`src/hdl/dcr_pkg.sv`:
```
// constants, types and field layout of the decoder control register bank
`default_nettype none
package dcr_pkg;

  // ==========================================================
  // register indices (byte address is four times the index)
  localparam logic [3:0] VERSATILE_PIN_CONFIG_IDX = 4'hD;
  localparam logic [3:0] MOTOR_SPEED_FEATURE_CTRL_IDX = 4'hE;
  localparam logic [3:0] SUBCODE_BANK_SELECT_IDX = 4'hF;
  localparam int ADDR_LSB = 2;
  localparam int ADDR_W = 8;
  localparam int REG_W = 4;

  // ==========================================================
  // reset values
  localparam logic [3:0] VERSATILE_PIN_CONFIG_RST = 4'hF;
  localparam logic [3:0] MOTOR_SPEED_FEATURE_CTRL_RST = 4'h4;
  localparam logic [3:0] SUBCODE_BANK_SELECT_RST = 4'h0;
  localparam logic [3:0] FOUR_LINE_MOTOR_CODE = 4'h0;
  // pin flops under reset: both pins driven, both high
  localparam logic [1:0] PIN_OUT_RST = 2'b11;
  localparam logic [1:0] PIN_OE_RST = 2'b00;

  // ==========================================================
  // field positions
  localparam int PIN_FOUR_LSB = 0;
  localparam int PIN_FIVE_LSB = 2;
  localparam int BRAKE_SIX_BIT = 0;
  localparam int LOCK_DISC_BIT = 1;
  localparam int AUDIO_FEAT_BIT = 2;
  localparam int QUAD_SPEED_BIT = 3;
  localparam int BANK_SEL_LSB = 0;
  localparam int SUBCODE_ON_BIT = 2;
  localparam int SUBCODE_THREE_BIT = 3;

  // ==========================================================
  // versatile pin function and shadow bank codes
  typedef enum logic [1:0] {
    PIN_OFF = 2'b00,
    PIN_SIGNAL = 2'b01,
    PIN_LOW = 2'b10,
    PIN_HIGH = 2'b11
  } dcr_pin_mode_t;

  typedef enum logic [1:0] {
    BANK_MAIN = 2'b00,
    BANK_ONE = 2'b01,
    BANK_TWO = 2'b10,
    BANK_THREE = 2'b11
  } dcr_bank_t;

endpackage
`default_nettype wire

```
`src/hdl/dcr_regs.sv`:
```
// decoder control register bank: versatile pins, motor features, subcode and banks
//
// Design decision made here: the APB interface to the registers.
`timescale 1ns/1ns
`default_nettype none
module dcr_regs (
  input wire logic sys_clk,
  input wire logic rst_n,
  // apb slave
  input wire logic psel,
  input wire logic penable,
  input wire logic pwrite,
  input wire logic [dcr_pkg::ADDR_W-1:0] paddr,
  input wire logic [31:0] pwdata,
  output logic [31:0] prdata,
  output logic pready,
  output logic pslverr,
  // signals routed to the versatile pins
  input wire logic motorLineA,
  input wire logic motorLineB,
  input wire logic subcodeStreamPin,
  input wire logic deemphasisPin,
  output logic [1:0] versatilePinOut,
  output logic [1:0] versatilePinOe,
  output logic deemphasisBypass,
  // decoder controls
  output logic brakeSixPct,
  output logic lockToDisc,
  output logic audioFeatures,
  output logic quadSpeed,
  output logic subcodeOn,
  output logic subcodeThreeWire,
  output logic [1:0] shadowBankSel,
  // shadow bank write port
  output logic shadowWrite,
  output logic [3:0] shadowIndex,
  output logic [3:0] shadowData
);
  import dcr_pkg::*;

  // ==========================================================
  // overview
  // three four-bit control words behind a small apb slave
  // byte address is the register index times four; upper bits must be zero
  // one wait state per access: pready comes in the second access cycle
  // pready, prdata and pslverr stand for one cycle only
  // a write replaces all four bits of its target; no partial updates
  // nonzero bank field steers every other aligned in-range address to the shadow port
  // the bank word itself stays reachable, so software can always get back
  // unmapped or misaligned addresses answer pslverr and change nothing
  // shadow contents live outside this block and read back as zero
  // controls change at the commit edge; pin outputs trail by one more flop
  // limitation: async pin inputs add two cycles before they reach a pin
  // trade-off: read-back costs a small mux but lets software verify setups

  // ==========================================================
  // register state
  logic [REG_W-1:0] pinCfg_reg;
  logic [REG_W-1:0] pinCfg_next;
  logic [REG_W-1:0] motorCtrl_reg;
  logic [REG_W-1:0] motorCtrl_next;
  logic [REG_W-1:0] bankCfg_reg;
  logic [REG_W-1:0] bankCfg_next;
  logic pready_reg;
  logic [31:0] prdata_reg;
  logic pslverr_reg;

  // ==========================================================
  // pin input synchronisers
  logic subcodeMeta_reg;
  logic subcodeSync_reg;
  logic deemphMeta_reg;
  logic deemphSync_reg;

  // two stages each; only the second stage is read by logic
  always_ff @(posedge sys_clk)
  begin
    if (!rst_n)
    begin
      subcodeMeta_reg <= 1'b0;
      subcodeSync_reg <= 1'b0;
      deemphMeta_reg <= 1'b0;
      deemphSync_reg <= 1'b0;
    end
    else
    begin
      subcodeMeta_reg <= subcodeStreamPin;
      subcodeSync_reg <= subcodeMeta_reg;
      deemphMeta_reg <= deemphasisPin;
      deemphSync_reg <= deemphMeta_reg;
    end
  end

  // ==========================================================
  // address decoding
  function automatic logic isReg(input logic [ADDR_W-1:0] addr, input logic [3:0] idx);
    isReg = (addr[ADDR_W-1:ADDR_LSB] == {2'h0, idx}) && (addr[ADDR_LSB-1:0] == 2'h0);
  endfunction

  wire accessCycle = psel && penable && !pready_reg;
  wire commit = psel && penable && pready_reg;
  wire [3:0] regIdx = paddr[ADDR_LSB+3:ADDR_LSB];
  wire inRange = (paddr[ADDR_W-1:ADDR_LSB+4] == 2'h0) && (paddr[ADDR_LSB-1:0] == 2'h0);
  wire mainBank = (bankCfg_reg[BANK_SEL_LSB+:2] == BANK_MAIN);
  // bank register stays reachable so software can return to the main bank
  wire hitBank = isReg(paddr, SUBCODE_BANK_SELECT_IDX);
  wire hitPin = mainBank && isReg(paddr, VERSATILE_PIN_CONFIG_IDX);
  wire hitMotor = mainBank && isReg(paddr, MOTOR_SPEED_FEATURE_CTRL_IDX);
  // any other aligned index while a shadow bank is open goes to that bank
  wire hitShadow = !mainBank && inRange && !hitBank;
  wire hitAny = hitBank || hitPin || hitMotor || hitShadow;
  wire doWrite = commit && pwrite;

  // ==========================================================
  // next register values: a write replaces all four bits
  assign pinCfg_next = (doWrite && hitPin) ? pwdata[REG_W-1:0] : pinCfg_reg;
  assign motorCtrl_next = (doWrite && hitMotor) ? pwdata[REG_W-1:0] : motorCtrl_reg;
  assign bankCfg_next = (doWrite && hitBank) ? pwdata[REG_W-1:0] : bankCfg_reg;

  // read mux; shadow contents live outside and read as zero here
  wire [REG_W-1:0] readSel =
    hitPin ? pinCfg_reg :
    hitMotor ? motorCtrl_reg :
    hitBank ? bankCfg_reg : 4'h0;

  // pin word; reset leaves both pins driving high
  always_ff @(posedge sys_clk)
  begin
    if (!rst_n)
    begin
      pinCfg_reg <= VERSATILE_PIN_CONFIG_RST;
    end
    else
    begin
      pinCfg_reg <= pinCfg_next;
    end
  end

  // motor word; reset keeps twelve percent brake and only the audio features on
  always_ff @(posedge sys_clk)
  begin
    if (!rst_n)
    begin
      motorCtrl_reg <= MOTOR_SPEED_FEATURE_CTRL_RST;
    end
    else
    begin
      motorCtrl_reg <= motorCtrl_next;
    end
  end

  // bank word; reset opens the main registers with subcode off
  always_ff @(posedge sys_clk)
  begin
    if (!rst_n)
    begin
      bankCfg_reg <= SUBCODE_BANK_SELECT_RST;
    end
    else
    begin
      bankCfg_reg <= bankCfg_next;
    end
  end

  // ==========================================================
  // apb answer: one wait state, then pready with data and error
  // answer values formed here so the flops below stay one-liners
  wire [31:0] readWord = {28'h000_0000, readSel};
  wire readNow = accessCycle && !pwrite;
  wire errNow = accessCycle && !hitAny;

  // ready pulse; its own high level blocks a second commit in one transfer
  always_ff @(posedge sys_clk)
  begin
    if (!rst_n)
    begin
      pready_reg <= 1'b0;
    end
    else
    begin
      pready_reg <= accessCycle;
    end
  end

  // read data stands only with pready, zero otherwise
  always_ff @(posedge sys_clk)
  begin
    if (!rst_n)
    begin
      prdata_reg <= 32'h0000_0000;
    end
    else
    begin
      prdata_reg <= readNow ? readWord : 32'h0000_0000;
    end
  end

  // error flag for addresses that no bank claims
  always_ff @(posedge sys_clk)
  begin
    if (!rst_n)
    begin
      pslverr_reg <= 1'b0;
    end
    else
    begin
      pslverr_reg <= errNow;
    end
  end

  // ==========================================================
  // a shadow write is a committed aligned in-range write, other than the bank word, while a shadow bank is open
  wire shadowCommit = doWrite && hitShadow;

  // shadow bank write strobe, raised at the commit edge for one cycle
  always_ff @(posedge sys_clk)
  begin
    if (!rst_n)
    begin
      shadowWrite <= 1'b0;
      shadowIndex <= 4'h0;
      shadowData <= 4'h0;
    end
    else
    begin
      shadowWrite <= shadowCommit;
      shadowIndex <= shadowCommit ? regIdx : shadowIndex;
      shadowData <= shadowCommit ? pwdata[REG_W-1:0] : shadowData;
    end
  end

  // ==========================================================
  // versatile pin drive
  wire fourLine = (pinCfg_reg == FOUR_LINE_MOTOR_CODE);
  wire [1:0] motorLines = {motorLineB, motorLineA};
  wire [1:0] pinSignal = {deemphSync_reg, subcodeSync_reg};
  wire [3:0] pinModes = pinCfg_reg;
  logic [1:0] pinOutNext;
  logic [1:0] pinOeNext;

  // one slice per pin; a field of 00 outside motor mode floats the pin
  genvar gi;
  generate
    for (gi = 0; gi < 2; gi++)
    begin : g_pin
      wire dcr_pin_mode_t mode = dcr_pin_mode_t'(pinModes[2*gi+1:2*gi]);
      assign pinOutNext[gi] = fourLine ? motorLines[gi] :
        (mode == PIN_SIGNAL) ? pinSignal[gi] :
        (mode == PIN_HIGH);
      assign pinOeNext[gi] = !(fourLine || (mode != PIN_OFF)); // low while driving
    end
  endgenerate

  // filter is bypassed only while pin five carries the flag
  wire bypassNext = !fourLine && (pinCfg_reg[PIN_FIVE_LSB+:2] == PIN_SIGNAL);

  // pin levels and enables leave through flip-flops
  always_ff @(posedge sys_clk)
  begin
    if (!rst_n)
    begin
      versatilePinOut <= PIN_OUT_RST;
      versatilePinOe <= PIN_OE_RST;
    end
    else
    begin
      versatilePinOut <= pinOutNext;
      versatilePinOe <= pinOeNext;
    end
  end

  // bypass flag; off under reset because both pins then drive high
  always_ff @(posedge sys_clk)
  begin
    if (!rst_n)
    begin
      deemphasisBypass <= 1'b0;
    end
    else
    begin
      deemphasisBypass <= bypassNext;
    end
  end

  // motor controls; copies of the next values keep outputs flopped with no extra lag
  always_ff @(posedge sys_clk)
  begin
    if (!rst_n)
    begin
      brakeSixPct <= MOTOR_SPEED_FEATURE_CTRL_RST[BRAKE_SIX_BIT];
      lockToDisc <= MOTOR_SPEED_FEATURE_CTRL_RST[LOCK_DISC_BIT];
      audioFeatures <= MOTOR_SPEED_FEATURE_CTRL_RST[AUDIO_FEAT_BIT];
      quadSpeed <= MOTOR_SPEED_FEATURE_CTRL_RST[QUAD_SPEED_BIT];
    end
    else
    begin
      brakeSixPct <= motorCtrl_next[BRAKE_SIX_BIT];
      lockToDisc <= motorCtrl_next[LOCK_DISC_BIT];
      audioFeatures <= motorCtrl_next[AUDIO_FEAT_BIT];
      quadSpeed <= motorCtrl_next[QUAD_SPEED_BIT];
    end
  end

  // subcode and bank controls follow the bank word at the commit edge
  always_ff @(posedge sys_clk)
  begin
    if (!rst_n)
    begin
      subcodeOn <= SUBCODE_BANK_SELECT_RST[SUBCODE_ON_BIT];
      subcodeThreeWire <= SUBCODE_BANK_SELECT_RST[SUBCODE_THREE_BIT];
      shadowBankSel <= SUBCODE_BANK_SELECT_RST[BANK_SEL_LSB+:2];
    end
    else
    begin
      subcodeOn <= bankCfg_next[SUBCODE_ON_BIT];
      subcodeThreeWire <= bankCfg_next[SUBCODE_THREE_BIT];
      shadowBankSel <= bankCfg_next[BANK_SEL_LSB+:2];
    end
  end

  assign prdata = prdata_reg;
  assign pready = pready_reg;
  assign pslverr = pslverr_reg;

endmodule // dcr_regs
`default_nettype wire

```
`config.mk`:
```
export PLATFORM = sky130hd
export DESIGN_NAME = dcr_regs
export DESIGN_NICKNAME = d
export VERILOG_FILES = /design/src/hdl/dcr_pkg.sv /design/src/hdl/dcr_regs.sv
export SDC_FILE = /design/constraint.sdc
export NUM_CORES = 1
export LEC_CHECK = 0
export ABC_AREA = 0
export ABC_CLOCK_PERIOD_IN_PS = 2200
export BUFFER_PORTS_ARGS = -buffer_cell sky130_fd_sc_hd__clkbuf_2
export CAP_MARGIN = 20
export CORE_AREA = 2 2 65 67
export CTS_CLUSTER_SIZE = 8
export DETAILED_ROUTE_END_ITERATION = 7
export DIE_AREA = 0 0 67 69
export PLACE_DENSITY = 0.76
export SYNTH_ARGS = -nofsm -noshare
export SYNTH_HDL_FRONTEND = slang
export SYNTH_SLANG_ARGS = --single-unit
```
`constraint.sdc`:
```
create_clock -name sys_clk -period 2.2 [get_ports sys_clk]
set_input_delay 0.44 -clock sys_clk [delete_from_list [all_inputs] [get_ports sys_clk]]
set_output_delay 0.44 -clock sys_clk [all_outputs]
set_load 0.02 [all_outputs]
```
Yosys cells after proc, flatten, opt, wreduce, memory -nomap -nowiden
Cells that the tools add are included.
- register bits: 72
- logic and storage cells: 79
- input bits: 49
- equal/unequal tests: 7
- reduce and logical (&&, ||, !) cells: 39
- muxes and demuxes: 9
- operators with widths (cell ; number):
    2-to-1 mux 4 bit ; 5
    logical AND 1 bit ; 19
    equality test 6 x 4 -> 1 bit (second input constant) ; 3
    logical NOT 1 bit ; 8
    logical NOT 2 bit ; 3
    logical OR 1 bit ; 5
    equality test 2 x 1 -> 1 bit (second input constant) ; 2
    equality test 2 bit (second input constant) ; 2
    logical NOT 4 bit ; 1
    2-to-1 mux 1 bit ; 4
    nonzero test 2 bit ; 2
    AND reduction 2 bit ; 1

Longest topological paths before layout
Gate-level depths: netlist of the first run.
- depth in word-level cells: 8
- depth in mapped cells: 5

Worst setup path after synthesis of the first run
No wires, ideal clock.
- path kind: input-to-reg
- start: input paddr[7] (netlist name)
- end: register shadowData[0]
- setup slack: 0.446 ns
- data arrival time: 1.638 ns
- stages on the path: 5
- setup time: 0.116 ns
- data required time: 2.084 ns
- cells stage by stage: or4_4 > nor4b_4 > buf_6 > mux2i_1 > nor2b_1
- word-level cells in the longest chain between the ends: 5
- elaborated cells between the ends (all ways): 8
- RTL lines (element ; line ; RTL):
    start: declaration ; dcr_regs.sv:13 ; input wire logic [dcr_pkg::ADDR_W-1:0] paddr,
    equality test 6 x 4 -> 1 bit or logical NOT 2 bit (tied branches) ; dcr_regs.sv:97, dcr_regs.sv:103 ;
    logical AND 1 bit (on tied branches) ; dcr_regs.sv:97, dcr_regs.sv:103 ;
    logical NOT 1 bit or logical AND 1 bit (tied branches) ; dcr_regs.sv:110 ; wire hitShadow = !mainBank && inRange && !hitBank;
    logical AND 1 bit (*) ; dcr_regs.sv:110 ;
    logical AND 1 bit (*) ; dcr_regs.sv:213 ; wire shadowCommit = doWrite && hitShadow;
    end signal: assignment ; dcr_regs.sv:228 ; shadowData <= shadowCommit ? pwdata[REG_W-1:0] : shadowData;
    end: declaration ; dcr_regs.sv:37 ; output logic [3:0] shadowData
Every way passes the cells marked *; elsewhere a longest branch is shown, timed or not.
A chain may end at the register's enable or synchronous reset.

Worst setup path in the final report of the first run
- start: input paddr[7] (netlist name)
- end: register shadowIndex[0]
- word-level cells in the longest chain between the ends: 5
- elaborated cells between the ends (all ways): 8
- RTL lines (element ; line ; RTL):
    equality test 6 x 4 -> 1 bit or logical NOT 2 bit (tied branches) ; dcr_regs.sv:97, dcr_regs.sv:103 ;
    logical AND 1 bit (on tied branches) ; dcr_regs.sv:97, dcr_regs.sv:103 ;
    logical NOT 1 bit or logical AND 1 bit (tied branches) ; dcr_regs.sv:110 ;
    logical AND 1 bit (*) ; dcr_regs.sv:110 ;
    logical AND 1 bit (*) ; dcr_regs.sv:213 ;
    end signal: assignment ; dcr_regs.sv:227 ; shadowIndex <= shadowCommit ? regIdx : shadowIndex;
    end: declaration ; dcr_regs.sv:36 ; output logic [3:0] shadowIndex,
Marks and branches as above.

==> results of run 1 <==
[layer usage]
metal | up-vias | track usage [%]
met1 | 519 | 17.0
met3 | 6 | 6.04
met4 | 0 | 4.31
met5 | - | 0
met2 | 45 | 20.1
li1 | 607 | -
[stage by stage]
step / setup WS (ns) / std cells / total power [mW]
6_report: 0.553 / 266 / 1.32
2_1_floorplan: 0.446 / 188 / 0.776
3_5_place_dp: 0.247 / 258 / 0.771
4_1_cts: 0.541 / 266 / 1.34
3_3_place_gp: 0.266 / 258 / 0.770
5_1_grt: 0.469 / 266 / 1.38
[area by class of cell]
| type | instances | share of cell area (%) |
|---|---|---|
| clock buffer | 5 | 3.58 |
| clock inverter | 3 | 2.21 |
| inverter | 1 | 0.195 |
| multi-input combinational | 119 | 39.3 |
| sequential | 36 | 37.5 |
| tap | 50 | 3.25 |
| timing repair buffer | 52 | 14.0 |
[worst max-delay path, cell delays in order]
cell	delay, ns
clkbuf_2	0.09
or4_4	0.58
nor4b_4	0.25
buf_4	0.20
mux2i_1	0.20
nor2b_1	0.06
[power breakdown]
| group | total [mW] | internal, mW | switching, mW |
|---|---|---|---|
| registers | 0.658 | 0.656 | 0.00136 |
| logic | 0.0989 | 0.0267 | 0.0722 |
| clock network | 0.564 | 0.335 | 0.229 |
| total | 1.32 | 1.02 | 0.302 |
[worst max-delay path by stage]
| stage | startpoint | to | slack, ns | cells after the start |
|---|---|---|---|---|
| global placement | paddr[7] | shadowIndex[0] | 0.27 | 6 |
| CTS | paddr[7] | shadowIndex[0] | 0.54 | 6 |
| finish | paddr[7] | shadowIndex[0] | 0.55 | 6 |
| floorplan | paddr[7] | shadowData[0] | 0.45 | 5 |
| global route | paddr[7] | shadowIndex[0] | 0.47 | 6 |
| detailed placement | paddr[7] | shadowIndex[0] | 0.25 | 6 |
[cell usage in the layout (no fill, tap or decap), types with 5 or more instances in the layout]
cell,netlist,layout
clkbuf_2,0,48
clkbuf_8,0,5
conb_1,1,28
dfxtp_1,36,36
mux2i_1,20,20
nand2_1,6,6
nand3_1,5,5
nor2_1,10,10
nor2b_1,17,17
[logic make-up after synthesis]
| kind of cell | synth area share [%] |
|---|---|
| multiplexers | 12.4 |
| other | 0.233 |
| flip-flops | 44.7 |
| AO/OA/AOI/OAI | 3.57 |
| buffers and inverters | 14.7 |
| AND/OR/NAND/NOR | 24.4 |
==> results.md, run 1 <==
- Outcome: complete, no violations
- Most area-hungry cell type in the Yosys netlist: dfxtp_1
- LEAKAGE: 0.896 nW
- Unrepaired setup endpoints after global routing: no
- Met2 wire len: 1390 um
- Largest net degree at the start of global routing: 31
- Final min period: 1.65 ns
- Reg area: between 700 and 800 um^2
- R2R Setup Slk: 0.66 ns
- # DRC: 0
- Post-DP HPWL: 2340 um
- WL/cell: 11.2 um
- Top FF cell, synth: dfxtp_1
- Nets@finish: around 260
- CTS H-tree depth: 2
- Startpoint types: input port
- Min-Delay Path Depth: 2
- Setup Fix Bufs, Post-CTS: 0
- Initial Utilization: approximately 40%
- Gate Count Post-Synth: about 160
- Pre-antenna DRT Iters: 4
- Max-slew violation count: 0
- Post-CTS Resized: 0
- Distinct cells, synth: 29
- Crit path DAT: 1.82 ns
- Final Core Density: 49.2%
- DRT iter0 DRCs: 20
- Reg2reg end: shadowIndex[0]
- Worst vdd ir: 0.362 mV
- Synth Area per Inst: 10.0 um^2
- Vias: 1177
- Fillers: 397
- Setup CP Type: in -> reg
- Initial antenna violation count: 0
- Worst Path Required: ~2.4 ns
- Fin. Hold Viols: 0
- I/O pins: 105
- Placed Area: 1810 um^2
- DR WL met3: 249 um
- #FFs+latches synth: 36
- Total negative slack: 0 ns
- Post-synth ARST share: 0%
- CTS tree: built
- Hold/Removal Path Class: in -> reg
- CP Capture Type: register
- Cts bufs inserted: 5
- Row Count: 23
- Area Overhead vs Synth: 19.4%
- Clk buf depth: 2
- Final setup violation count: 0
- PwrDens: 686 nW/um^2
- Total global routing overflow: 0
- Max cap viols: 0
- F_max: between 0.6 and 0.7 GHz
- RD Place Congestion: just under 0.8
- Number of global-route vias before repair: 995
- Port Buf Inserts: 48
- Clock Latency Late Sink: 0.28 ns
- Final period util: 74.9%
- Share of the synthesized area in the top cell type: 44.7%
- DR vias/cell: 4.42
- Max Used Layer: met4
- Clock Tree Root: clkbuf_8
- WHS Endpoint: subcodeMeta_reg
- WL met1: 1300 um
- Die area: ~4600 um^2
- Design Area, Final: between 1500 and 2000 um^2
- ANT cells: 0
- GRT Resource Usage Total: 13.4%
- Mapped Area: ~1600 um^2
- Core area: between 3000 and 4000 um^2
- Synth top area cells: dfxtp_1 45%, buf_4 13%, mux2i_1 12%
- Sequential share of the synthesized area: roughly 45%
- Antenna viol nets, final: 0
- Worst R2R Path Depth: 5
- Dominant cell by count in the synthesized netlist: dfxtp_1
- Multi-input logic area: 756 um^2
- Die Ht: 69 um
- Hold-fix buffers at CTS: 0
- HP Start: subcodeStreamPin
- Worst clock skew: 0.00422 ns
- Yosys warns: 0
- Most frequent cells after synthesis: 36 x dfxtp_1, 28 x buf_4, 20 x mux2i_1
- Max FO, Critical Path: 5
- Clock slew at reported path FFs: about 0.070 ns
- Ratio of cells with drive above 1 in the final layout: 30.6%
- Die X: 67 um
- Post-synth EDFFs: 0
- First-pass GRT wire length: approximately 4600 um
- Worst reg2reg path startpoint: pready
- DRT Wirelength: between 2000 and 3000 um
- Worst hold margin: ~0.36 ns
- CTS Sinks: 36
Note: power is estimated with default switching activity, not from simulation.
==> run 2, diff against run 1 <==
--- a/config.mk
+++ b/config.mk
@@ -6,14 +6,14 @@
 export NUM_CORES = 1
 export LEC_CHECK = 0
 export ABC_AREA = 0
-export ABC_CLOCK_PERIOD_IN_PS = 2200
+export ABC_CLOCK_PERIOD_IN_PS = 1400
 export BUFFER_PORTS_ARGS = -buffer_cell sky130_fd_sc_hd__clkbuf_2
 export CAP_MARGIN = 20
-export CORE_AREA = 2 2 65 67
+export CORE_AREA = 2 2 69 71
 export CTS_CLUSTER_SIZE = 8
 export DETAILED_ROUTE_END_ITERATION = 7
-export DIE_AREA = 0 0 67 69
-export PLACE_DENSITY = 0.76
+export DIE_AREA = 0 0 71 73
+export PLACE_DENSITY = 0.71
 export SYNTH_ARGS = -nofsm -noshare
 export SYNTH_HDL_FRONTEND = slang
 export SYNTH_SLANG_ARGS = --single-unit
==> constraint.sdc (replaced) <==
create_clock -name sys_clk -period 1.4 [get_ports sys_clk]
set_input_delay 0.28 -clock sys_clk [delete_from_list [all_inputs] [get_ports sys_clk]]
set_output_delay 0.28 -clock sys_clk [all_outputs]
set_load 0.02 [all_outputs]
==> run 2 against run 1 <==
The flow now finishes with violations (setup timing); die area increased by 12%; register-to-register slack got worse by 0.68 ns; via count increased by 7.0%; wire length increased by 9.5%; largest power group unchanged.
==> results.md, run 2 (synthesis gave the netlist of run 1 again) <==
- Startpoint types: input port
- Largest net degree at the start of global routing: 31 (unchanged)
- DRT Wirelength: 3250 um (+9.5%)
- Placement Setup Slack: -0.350 ns (-0.597 ns)
- Number of global-route vias before repair: 1140 (+15%)
- Cts bufs inserted: 5 (unchanged)
- CTS Sinks: 36 (unchanged)
- Clock slew at reported path FFs: 0.06 ns (about the same)
- I/O pins: 105 (unchanged)
- Unrepaired setup endpoints after global routing: yes
- Final Core Density: 45.8% (-3.4 points)
- GRT Resource Usage Total: 12.9% (-0.54 points)
- Max FO, Critical Path: 9 (+4)
- Row Count: 25 (+8.7%)
- Area Overhead vs Synth: 28.8%
- CTS tree: built
- Post-DP HPWL: 2550 um (+8.9%)
- LEAKAGE: 0.965 nW (+7.8%)
- Most common cell after layout, fill and taps aside: clkbuf_2
- Crit path DAT: 1.63 ns (-0.19 ns)
- Max-slew violation count: 0 (unchanged)
- Pre-antenna DRT Iters: 4 (unchanged)
- Initial antenna violation count: 0 (unchanged)
- Port Buf Inserts: 48 (unchanged)
- Final min period: 1.45 ns
- RD Place Congestion: 0.755 (-4.6%)
- Setup Fix Bufs, Post-CTS: 0 (unchanged)
- Die X: 71 um (+6.0%)
- DR vias/cell: 4.46 (+0.90%)
- Worst vdd ir: 0.304 mV (-16%)
- Nets@finish: 277 (+4.9%)
- ANT cells: 0 (unchanged)
- Design Area, Final: 2080 um^2 (+7.9%)
- CP delay by family, top: simple AND/OR/NAND/NOR gates
- Vias: 1259 (+7.0%)
- PwrDens: 911 nW/um^2 (+33%)
- Die Ht: 73 um (+5.8%)
- Final setup violation count: 12 (+12)
- Die area: 5180 um^2 (+12%)
- # DRC: 0 (unchanged)
- WL/cell: 11.5 um (+3.3%)
- F_max: 0.688 GHz
- DRT iter0 DRCs: 58 (+190%)
- Ratio of cells with drive above 1 in the final layout: 38.2% (+7.6 points)
- CTS H-tree depth: 2 (unchanged)
- First-pass GRT wire length: 5220 um (+13%)
- Clock Latency Late Sink: 0.28 ns (about the same)
- Setup CP Type: in -> reg
- Total global routing overflow: 0 (unchanged)
- Clk buf depth: 2 (unchanged)
- Antenna viol nets, final: 0 (unchanged)
- CP bufs+invs: 2 (unchanged)
- Worst hold margin: 0.203 ns (-0.161 ns)
- Worst clock skew: 0.00450 ns (+0.000279 ns)
- Total negative slack: -0.414 ns (-0.414 ns)
- Failing checks: setup timing
- Worst Path Required: 1.58 ns (-0.80 ns)
- Max cap viols: 0 (unchanged)
- Worst path cell trace: buf_6 -> or4_4 -> nor4b_4 -> buf_12 -> mux2i_1 -> nor2b_1
- Core area: 4540 um^2 (+16%)
- Slowest cell on crit path: or4_4
- Hold/Removal Path Class: in -> reg
- Fin. Hold Viols: 0 (unchanged)
- Crit-path max cell delay: 0.55 ns (-0.03 ns)
- Commonest non-fill, non-tap cells in the layout: 47 x clkbuf_2, 33 x dfxtp_1, 28 x conb_1
- Placed Area: 1940 um^2 (+6.8%)
- Final period util: 104%
- CP Capture Type: register
- Initial Utilization: 35.5% (-5.6 points)
- Final setup margin: -0.0545 ns (-0.608 ns)
- Outcome: finished with violations
- Clock Tree Root: clkbuf_8
-- run 2: cell count changes in the layout (fill, tap and decap cells not counted), sizes merged --
| cell | previous run | this run |
|---|---|---|
| clkinvlp | 1 | 0 |
| buf | 4 | 18 |
| bufinv | 1 | 0 |
-- run 2: metrics by stage --
stage | total power, mW | cells
6_report | 1.89 | 282
5_1_grt | 1.98 | 282
3_3_place_gp | 1.23 | 275
3_5_place_dp | 1.23 | 275
4_1_cts | 1.92 | 282
2_1_floorplan | 1.22 | 188
-- run 2: cell type report --
cell class / instances / area, um^2
fillers: 447 / 2460
multi-input cells: 119 / 796
flip-flops and latches: 36 / 729
repair buffers: 65 / 402
clock buffers: 6 / 72.6
well taps: 54 / 67.6
clock inverters: 1 / 5.00
inverters: 1 / 3.75
-- run 2: layer usage --
metal  share of wire (%)  GRT usage, %
met1                  41          15.4
met2                  50          20.7
met5                   0             0
met3                 6.9          4.01
met4                 1.8          6.92
-- run 2: final timing paths --
kind | start | end | slack [ns] | cells after the start
worst max-delay path | paddr[7] | shadowData[3] | -0.05 | 6
worst min-delay path | deemphasisPin | deemphMeta_reg | 0.20 | 2
worst max register to register | pready | bankCfg_reg[3] | -0.02 | 5
worst min register to register | deemphMeta_reg | deemphSync_reg | 0.44 | 1
-- run 2: where the power goes --
group	internal [mW]	leakage (nW)	switching [mW]	total (mW)
registers	1.03	0.293	0.00193	1.03
logic	0.0628	0.631	0.121	0.184
clock network	0.338	0.0410	0.338	0.676
-- run 2: what timing repair did --
action | 4_1_cts | 5_1_grt
pin swaps | 1 | 3
gates resized for setup | 2 | 13
hold buffers | 0 | 0
endpoints found under the setup margin | 16 | 23
hold endpoints to repair | 0 | 0
